<file path="config.mk">
export PLATFORM = sky130hd
export DESIGN_NAME = ivap_top
export DESIGN_NICKNAME = d
export VERILOG_FILES = /design/src/ivap_pkg.sv /design/src/ivap_top.sv
export SDC_FILE = /design/constraint.sdc
export NUM_CORES = 1
export LEC_CHECK = 0
export ABC_AREA = 1
export ABC_CLOCK_PERIOD_IN_PS = 1400
export CAP_MARGIN = 20
export CORE_UTILIZATION = 55
export CTS_CLUSTER_DIAMETER = 100
export DETAILED_ROUTE_END_ITERATION = 7
export DONT_BUFFER_PORTS = 1
export GPL_TIMING_DRIVEN = 0
export PLACE_DENSITY = 0.73
export SETUP_SLACK_MARGIN = 0.02
export SLEW_MARGIN = 20
export SYNTH_ARGS = -nofsm -noshare
export SYNTH_HDL_FRONTEND = slang
export SYNTH_SLANG_ARGS = --single-unit
</file>
<file path="constraint.sdc">
create_clock -name CLK -period 1.4 [get_ports CLK]
set_input_delay 0.07 -clock CLK [delete_from_list [all_inputs] [get_ports CLK]]
set_output_delay 0.07 -clock CLK [all_outputs]
set_load 0.01 [all_outputs]
</file>
<file path="src/ivap_pkg.sv">
// constants and carrier types for the interrupt vector arbiter
package ivap_pkg;
  // ===================================================
  // widths and source count
  localparam int NSRC = 10;
  // ===================================================
  // register offsets and fields
  localparam logic [7:0] REG_CTRL    = 8'h00;
  localparam logic [7:0] REG_STATUS  = 8'h01;
  localparam logic [7:0] REG_WINNER  = 8'h02;
  localparam logic [7:0] REG_PC_HI   = 8'h03;
  localparam logic [7:0] REG_PC_LO   = 8'h04;
  localparam int         CTRL_GIE    = 0;
  localparam int         STAT_GIE    = 0;
  localparam int         STAT_ACTIVE = 1;
  localparam int         STAT_BUSY   = 2;
  localparam logic       GIE_RST     = 1'b0;
  // ===================================================
  // program memory layout
  localparam logic [14:0] ENTRY_ADDR  = 15'h00FF;
  localparam logic [7:0]  BLOCK_LAST  = 8'hFF;
  localparam logic [7:0]  OFS_TRAP    = 8'hFE;
  localparam logic [7:0]  OFS_DEFAULT = 8'hE0;
  // slot offsets, index 0 ranks highest among maskable sources
  localparam logic [NSRC-1:0][7:0] SLOT_OFS = {
    8'hE2, 8'hE4, 8'hE6, 8'hE8, 8'hEA,
    8'hF2, 8'hF4, 8'hF6, 8'hF8, 8'hFA
  };
  // ===================================================
  // timing
  localparam logic [3:0] TC_CLKS = 4'd10;
  localparam logic [3:0] ACK_TC  = 4'd7;
  // ===================================================
  // types
  typedef enum logic [2:0] {
    ST_IDLE  = 3'b000,
    ST_ACK   = 3'b001,
    ST_FHI   = 3'b010,
    ST_FLO   = 3'b011,
    ST_FWAIT = 3'b100,
    ST_POP   = 3'b101
  } ivap_state_t;
  typedef struct packed {
    logic        instr_start;
    logic        op_vis;
    logic        op_return_from_interrupt_op;
    logic [14:0] op_pc;
  } ivap_core_t;
endpackage

</file>
<file path="src/ivap_top.sv">
// interrupt arbitration, vectoring and return sequencing
//
// Decided for this implementation: the address map and strobed register access.
`timescale 1ns/1ps
`default_nettype none

module ivap_top (
  input  wire logic              CLK,
  input  wire logic              RST_N,
  input  wire ivap_pkg::ivap_core_t CORE,
  input  wire logic [9:0]        PEND,
  input  wire logic [9:0]        ENABLE,
  input  wire logic              TRAP_PEND,
  input  wire logic              NMI_BUSY,
  input  wire logic [7:0]        MEM_DATA,
  input  wire logic [14:0]       STACK_IN,
  input  wire logic [7:0]        ADDR,
  input  wire logic [7:0]        WDATA,
  input  wire logic              WR,
  input  wire logic              RD,
  output logic [7:0]             RDATA,
  output logic                   MEM_RD,
  output logic [14:0]            MEM_ADDR,
  output logic                   STACK_PUSH,
  output logic [14:0]            STACK_OUT,
  output logic                   STACK_POP,
  output logic                   PC_LOAD,
  output logic [14:0]            PC_VALUE,
  output logic                   GLOBAL_INTERRUPT_ENABLE,
  output logic                   BUSY
);
  import ivap_pkg::*;

  // ===================================================
  // state
  ivap_state_t state_q;
  ivap_state_t state_d;
  logic        gie_q;
  logic        busy_q;
  logic [3:0]  div_q;
  logic [3:0]  tcnt_q;
  logic        tc_en;
  logic [6:0]  tbase_q;
  logic [7:0]  tofs_q;
  logic [7:0]  vhi_q;
  logic        mem_rd_q;
  logic [14:0] mem_addr_q;
  logic        push_q;
  logic [14:0] push_data_q;
  logic        pop_q;
  logic        pc_load_q;
  logic [14:0] pc_value_q;
  logic [7:0]  rdata_q;

  // ===================================================
  // arbitration
  logic [9:0]  act;
  logic        any_act;
  logic        take;
  logic [7:0]  win_ofs;
  logic [6:0]  vis_block;
  logic        in_idle;
  logic        vis_go;
  logic        return_from_interrupt_op_go;

  assign act     = PEND & ENABLE;
  assign any_act = TRAP_PEND | (|act);
  assign in_idle = (state_q == ST_IDLE);
  assign vis_go  = in_idle & CORE.op_vis;
  assign return_from_interrupt_op_go = in_idle & CORE.op_return_from_interrupt_op & ~CORE.op_vis;
  // checked only at an instruction start; the trap never starts an acknowledge here
  assign take    = in_idle & CORE.instr_start & ~CORE.op_vis &
                   ~CORE.op_return_from_interrupt_op & gie_q & (|act) & ~NMI_BUSY;

  // lowest rank first, so the highest active slot is the last to win
  always_comb begin
    win_ofs = OFS_DEFAULT;
    for (int i = NSRC - 1; i >= 0; i--) begin
      if (act[i]) begin
        win_ofs = SLOT_OFS[i];
      end
    end
    if (TRAP_PEND) begin
      win_ofs = OFS_TRAP;
    end
  end

  // a select op in the last byte of a block reads the next block's table
  assign vis_block = (CORE.op_pc[7:0] == BLOCK_LAST) ?
                     CORE.op_pc[14:8] + 7'd1 : CORE.op_pc[14:8];

  // ===================================================
  // instruction-cycle divider
  assign tc_en = (div_q == TC_CLKS - 4'd1);

  always_ff @(posedge CLK or negedge RST_N) begin
    if (!RST_N) begin
      div_q <= 4'd0;
    end else if (take || tc_en) begin
      div_q <= 4'd0;
    end else begin
      div_q <= div_q + 4'd1;
    end
  end

  // ===================================================
  // sequencer
  always_comb begin
    state_d = state_q;
    unique case (state_q)
      ST_IDLE: begin
        if (vis_go) begin
          state_d = ST_FHI;
        end else if (return_from_interrupt_op_go) begin
          state_d = ST_POP;
        end else if (take) begin
          state_d = ST_ACK;
        end
      end
      ST_ACK: begin
        if (tc_en && tcnt_q == ACK_TC - 4'd1) begin
          state_d = ST_IDLE;
        end
      end
      ST_FHI:   state_d = ST_FLO;
      ST_FLO:   state_d = ST_FWAIT;
      ST_FWAIT: state_d = ST_IDLE;
      ST_POP:   state_d = ST_IDLE;
      default:  state_d = ST_IDLE;
    endcase
  end

  always_ff @(posedge CLK or negedge RST_N) begin
    if (!RST_N) begin
      state_q <= ST_IDLE;
      busy_q  <= 1'b0;
    end else begin
      state_q <= state_d;
      busy_q  <= (state_d != ST_IDLE);
    end
  end

  always_ff @(posedge CLK or negedge RST_N) begin
    if (!RST_N) begin
      tcnt_q <= 4'd0;
    end else if (take) begin
      tcnt_q <= 4'd0;
    end else if (state_q == ST_ACK && tc_en) begin
      tcnt_q <= tcnt_q + 4'd1;
    end
  end

  // ===================================================
  // global enable: return set wins over any clear
  always_ff @(posedge CLK or negedge RST_N) begin
    if (!RST_N) begin
      gie_q <= GIE_RST;
    end else if (return_from_interrupt_op_go) begin
      gie_q <= 1'b1;
    end else if (take) begin
      gie_q <= 1'b0;
    end else if (WR && ADDR == REG_CTRL) begin
      gie_q <= WDATA[CTRL_GIE];
    end
  end

  // ===================================================
  // stack traffic
  always_ff @(posedge CLK or negedge RST_N) begin
    if (!RST_N) begin
      push_q      <= 1'b0;
      push_data_q <= 15'h0000;
      pop_q       <= 1'b0;
    end else begin
      push_q <= take;
      pop_q  <= return_from_interrupt_op_go;
      if (take) begin
        push_data_q <= CORE.op_pc;
      end
    end
  end

  // ===================================================
  // vector fetch, high byte first
  always_ff @(posedge CLK or negedge RST_N) begin
    if (!RST_N) begin
      tbase_q    <= 7'h00;
      tofs_q     <= 8'h00;
      vhi_q      <= 8'h00;
      mem_rd_q   <= 1'b0;
      mem_addr_q <= 15'h0000;
    end else begin
      mem_rd_q <= vis_go || state_q == ST_FHI;
      if (vis_go) begin
        tbase_q    <= vis_block;
        tofs_q     <= win_ofs;
        mem_addr_q <= {vis_block, win_ofs};
      end else if (state_q == ST_FHI) begin
        mem_addr_q <= {tbase_q, tofs_q | 8'h01};
      end
      if (state_q == ST_FLO) begin
        vhi_q <= MEM_DATA;
      end
    end
  end

  // ===================================================
  // program counter loads
  always_ff @(posedge CLK or negedge RST_N) begin
    if (!RST_N) begin
      pc_load_q  <= 1'b0;
      pc_value_q <= 15'h0000;
    end else begin
      pc_load_q <= 1'b0;
      if (state_q == ST_FWAIT) begin
        pc_load_q  <= 1'b1;
        pc_value_q <= {vhi_q[6:0], MEM_DATA};
      end else if (state_q == ST_POP) begin
        pc_load_q  <= 1'b1;
        pc_value_q <= STACK_IN;
      end else if (state_q == ST_ACK && state_d == ST_IDLE) begin
        pc_load_q  <= 1'b1;
        pc_value_q <= ENTRY_ADDR;
      end
    end
  end

  // ===================================================
  // register read port
  always_ff @(posedge CLK or negedge RST_N) begin
    if (!RST_N) begin
      rdata_q <= 8'h00;
    end else begin
      rdata_q <= 8'h00;
      if (RD) begin
        unique case (ADDR)
          REG_CTRL:   rdata_q <= {7'h00, gie_q};
          REG_STATUS: rdata_q <= {5'h00, busy_q, any_act, gie_q};
          REG_WINNER: rdata_q <= win_ofs;
          REG_PC_HI:  rdata_q <= {1'b0, pc_value_q[14:8]};
          REG_PC_LO:  rdata_q <= pc_value_q[7:0];
          default:    rdata_q <= 8'h00;
        endcase
      end
    end
  end

  assign RDATA      = rdata_q;
  assign MEM_RD     = mem_rd_q;
  assign MEM_ADDR   = mem_addr_q;
  assign STACK_PUSH = push_q;
  assign STACK_OUT  = push_data_q;
  assign STACK_POP  = pop_q;
  assign PC_LOAD    = pc_load_q;
  assign PC_VALUE   = pc_value_q;
  assign GLOBAL_INTERRUPT_ENABLE        = gie_q;
  assign BUSY       = busy_q;

  // ===================================================
  // checks
  localparam int ACK_LAT = int'(ACK_TC) * int'(TC_CLKS) + 1;
endmodule
`default_nettype wire

</file>
# Word level (Yosys, flattened, before mapping)
# Index checks and enable logic that the tools add are counted.
# Widths: inputs -> output; s select.
# word_totals
regBits	92
inputBits	83
out_inout_bits	59
word_cells	93
# classes
add_sub_neg	3
n_eq_ne	12
mux	33
n_bitwise	14
reduce_logical	15
# op_table
cell	n
$mux 15	5
$pmux 8 s5	1
$mux 5	5
$mux 4	5
$mux 3	6
$eq 8x2->1 const B	2
$mux 8	2
$pmux 3 s4	1
$and 10x10->10	1
$reduce_or 10->1	1
$and 1x1->1	9
$reduce_bool 3->1	3
$add 4x1->4 const B	2
$eq 8x1->1 const B	1
$eq 8x3->1 const B	1
$eq 8x8->1 const B	1
$logic_not 8->1	1
$add 7x1->7 const B	1
$mux 7	1
$eq 3x2->1 const B	2
$eq 3x3->1 const B	2
$logic_not 3->1	2
$mux 1	6
$eq 4x3->1 const B	1
8 further kinds	15

# Depth between registers and ports, before layout
# logic_depth
depth_word	16
ltp_mapped	12
ltp_nobuf	12

# Worst setup path before layout
# Ideal clock, no wire load.
# synth_path
kind	flip-flop to flip-flop
from	reg state_q[2]
to	reg tbase_q[3]
setup_ps	119
t_arrival_ps	1369
t_required_ps	1281
path_slack_ps	-88
path_stages_with_launch	10
n_path_buf	2
synth_period_minus_slack_ps	1488
path_cell_list	dfrtp_1 > nor2_2 > inv_2 > nor2_1 > nand2_1 > inv_1 > buf_4 > buf_6 > o211ai_1 > and2_1
# synth_between
elab_chain_len	2
# synth_rtl
element	line	source
start, declared	ivap_top.sv:36	ivap_state_t state_q;
start signal, assigned	ivap_top.sv:138	state_q <= state_d;
$logic_not 3->1	ivap_top.sv:68	assign in_idle = (state_q == ST_IDLE);
$and 1x1->1	ivap_top.sv:69	assign vis_go = in_idle & CORE.op_vis;
end signal, assigned	ivap_top.sv:195	tbase_q <= vis_block;
end, declared	ivap_top.sv:43	logic [6:0] tbase_q;
# No other way between the ends.
# A chain may end at the register's enable or synchronous reset.

# Final worst setup path
# layout_path
from	reg state_q[2]
to	reg tbase_q[4]
# The elaborated chain is that of the path after synthesis.

==> impl_metrics.env <==
export IMPL_status="complete, but fails checks"
export IMPL_violations="negative hold slack, negative setup slack"
export IMPL_layout_setup_ws_ps=-286
export IMPL_via_per_inst=5.46
export IMPL_crit_fanout=5
export IMPL_synth_seq_cells=87
export IMPL_met3_usage_pct=5.82
export IMPL_critical_path_arrival_ps=1940
export IMPL_antenna_found_initial=0
export IMPL_fin_skew_ps=16.0
export IMPL_p_sw_mw=4.73
export IMPL_routed_wl_mm=11.7
export IMPL_vdd_drop_max_mv=0.976
export IMPL_area_delta_synth_final_pct=39.4
export IMPL_grt_max_degree=88
export IMPL_period_share_pct=120
export IMPL_power_density_nw_per_um2=1980
export IMPL_path_cells="nor2_4 > inv_4 > nor2_4 > nand2_2 > inv_2 > buf_8 > buf_8 > o211ai_1 > and2_1"
export IMPL_max_slew_margin_rel_pct=57.1
export IMPL_clock_latency_ps=360
export IMPL_syn_inst=506
export IMPL_ys_seq_area_share_pct=52.2
export IMPL_grt_pass1_wl_mm=17.4
export IMPL_cts_sinks=87
export IMPL_end_kind="flip-flop"
export IMPL_synth_top_area_share_pct=52.2
export IMPL_numCtsBuffers=9
export IMPL_ys_warn_count=0
export IMPL_die_h_um=89.1
export IMPL_cts_buffer_depth=2
export IMPL_period_needed_ps=1690
export IMPL_cp_buffers_inverters=4
export IMPL_total_power_mw=11.5
export IMPL_synthTopCellsByCount="nand2_1, dfrtp_1, inv_1"
export IMPL_root_buffer="clkbuf_8"
export IMPL_pwr_share_clk_pct=15.4
export IMPL_die_area_um2=7940
export IMPL_cts_hold_fix_buffers=45
export IMPL_finalSetupViolations=64
export IMPL_final_layout_size_suffix_gt1_share_pct=28.8
export IMPL_initial_utilization_pct=57.2
export IMPL_fill_cells=480
export IMPL_num_vias=3842
export IMPL_antenna_cells=0
export IMPL_p_leak_nw=2.78
export IMPL_ant_nets=0
export IMPL_ys_async_sr_fraction_pct=100
export IMPL_worstPathRequired_ps=1650
export IMPL_netSwitchingFraction_pct=41.1
export IMPL_synth_edf_count=0
export IMPL_worst_setup_path_start_kind="flip-flop"
export IMPL_rsz0062_at_grt="true"
export IMPL_nets=688
export IMPL_drtPass1Iterations=5
export IMPL_hold_viol=90
export IMPL_io_pins=142
export IMPL_slowest_stage="dfrtp_2"
export IMPL_max_freq_mhz=593
export IMPL_min_path_type="in2async"
export IMPL_grt_pass1_vias=3737
export IMPL_crit_family="simple AND/OR/NAND/NOR gates"
export IMPL_cts_tree="yes"
export IMPL_drt_iter0_drc=210
export IMPL_critPathMaxStageDelay_ps=450
export IMPL_hold_slack_ps=-607
export IMPL_maxCapViolCount=0
export IMPL_yosysMostFrequentCell="nand2_1"
export IMPL_die_w_um=89.1
export IMPL_core_area_um2=7290
export IMPL_met2_usage_pct=47.5
export IMPL_syn_num_nets=594
export IMPL_seqPwrFrac_pct=41.1
export IMPL_ys_flop_type="dfrtp_1"
export IMPL_clk_pin_slew_ps=90
export IMPL_setup_worst_path_class="reg2reg"
export IMPL_avgSynthCellArea_um2=8.24
export IMPL_grt_util_met1_pct=37.3
export IMPL_grt_overflow_total=0
export IMPL_htreeDepth=3
export IMPL_ys_types=33
export IMPL_p_comb_share_pct=43.4
export IMPL_p_int_mw=6.78
export IMPL_gr_usage_all_layers_pct=28.8
export IMPL_core_rowCount=31
export IMPL_syn_cell_area_um2=4170
export IMPL_place_gp_congestion=0.818
export IMPL_wl_per_cell_um=16.6
export IMPL_slew_violations=0
export IMPL_synth_area_leaders="dfrtp_1, nand2_1, nand3_1, inv_1, o21ai_0"
export IMPL_preCtsSetupSlack_ps=-305
export IMPL_worst_pin_slew_ps=639
export IMPL_hpwl_mm=6.92
export IMPL_drc=0
export IMPL_portBuffers=0
export IMPL_yosysTopAreaCell="dfrtp_1"
export IMPL_grt_busiest_layer="met2"
==> per-stage QoR <==
| stage | std cells | utilization, % | setup TNS, ps | area (um2) |
|---|---|---|---|---|
| 2_1_floorplan | 506 | - | -1380 | 4220 |
| 6_report | 704 | 79.8 | -9910 | 5820 |
| 4_1_cts | 692 | 75.4 | -4720 | 5500 |
| 3_3_place_gp | 605 | 59.6 | -8890 | 4350 |
| 5_1_grt | 704 | 79.8 | -14330 | 5820 |
| 3_5_place_dp | 605 | 59.6 | -11640 | 4350 |
==> worst reg2reg max path, cell delays in order (launching register included) <==
cell and delay (ps):
dfrtp_2 450, nor2_4 200, inv_4 80, nor2_4 110, nand2_2 90, inv_2 80, buf_8 120, buf_8 120
o211ai_1 120, and2_1 210
==> kinds of logic (layout without fill, tap and decap cells) <==
| kind of cell | after synthesis | after routing | synth area share (%) |
|---|---|---|---|
| buf+inv | 67 | 164 | 6.81 |
| compound gates | 52 | 52 | 7.41 |
| simple gates | 287 | 289 | 30.4 |
| flops | 87 | 87 | 52.2 |
| fa+ha+maj | 5 | 5 | 1.50 |
| xor+xnor | 8 | 8 | 1.68 |
==> timing repair <==
| action | in CTS | in global routing |
|---|---|---|
| pin swaps | 25 | 19 |
| endpoints found under the setup margin | 69 | 70 |
| gates cloned | 7 | 0 |
| buffers inserted | 23 | 15 |
| hold endpoints to repair | 138 | 89 |
| gates resized for setup | 87 | 65 |
==> area by class of cell <==
cell class	instances	area, um2	share of cell area [%]
clock buffer	9	124	2.13
timing repair buffer	82	848	14.6
clock inverter	7	71.3	1.23
sequential	87	2180	37.5
inverter	53	220	3.79
buffer	13	145	2.50
tap	99	124	2.13
multi-input combinational	354	2100	36.2
==> worst paths after layout <==
check / from / to / slack (ps) / depth (start not counted)
max: state_q[2] / tbase_q[4] / -290 / 9
min: RST_N / tofs_q[1] / -610 / 0
max reg2reg: state_q[2] / tbase_q[4] / -290 / 9
min reg2reg: div_q[0] / div_q[0] / 500 / 1
max in group asynchronous: RST_N / STACK_OUT[1] / 1850 / 0
min in group CLK: CORE[16] / STACK_POP / -90 / 3
==> cell usage in the layout (no fill, tap or decap), types with 5 or more instances in the layout <==
| cell type | n |
|---|---|
| and2_4 | 5 |
| inv_1 | 46 |
| o22a_1 | 8 |
| o21ai_0 | 17 |
| o21ai_2 | 5 |
| dfrtp_1 | 84 |
| nand3_1 | 28 |
| nand3_4 | 5 |
| nor3_1 | 7 |
| nand2_2 | 31 |
| nor2_1 | 22 |
| nand3_2 | 16 |
| or2_4 | 9 |
| buf_4 | 23 |
| a31oi_1 | 6 |
| nand2_1 | 132 |
| a21oi_1 | 8 |
| nand2_4 | 12 |
| nor2_4 | 5 |
| dlygate4sd3_1 | 45 |
| xor2_1 | 5 |
| buf_8 | 6 |
| nand4_1 | 5 |
| buf_6 | 12 |
| clkbuf_8 | 9 |
==> power groups by stage <==
stage | clock [mW] | sequential, mW | combinational, mW
global placement | 0 | 4.61 | 2.87
CTS | 1.78 | 4.65 | 4.08
floorplan | 0 | 4.41 | 2.45
detailed placement | 0 | 4.66 | 3.01
global route | 1.89 | 4.85 | 5.45
finish | 1.78 | 4.73 | 5.00
==> layer usage <==
layer,up-vias,wire length [um]
li1,1816,-
met1,1827,4750
met2,171,5890
met3,28,722
met4,0,321
met5,-,0
==> state kept, by name, indices dropped and copies added, names as in the netlist <==
signal / flops
PC_LOAD: 1
tcnt_q: 4
RDATA: 8
BUSY: 1
GLOBAL_INTERRUPT_ENABLE: 1
STACK_PUSH: 1
PC_VALUE: 15
STACK_OUT: 15
vhi_q: 7
tofs_q: 5
STACK_POP: 1
MEM_ADDR: 13
MEM_RD: 1
tbase_q: 7
state_q: 3
div_q: 4
No activity file was read; power rests on OpenSTA's default activity.
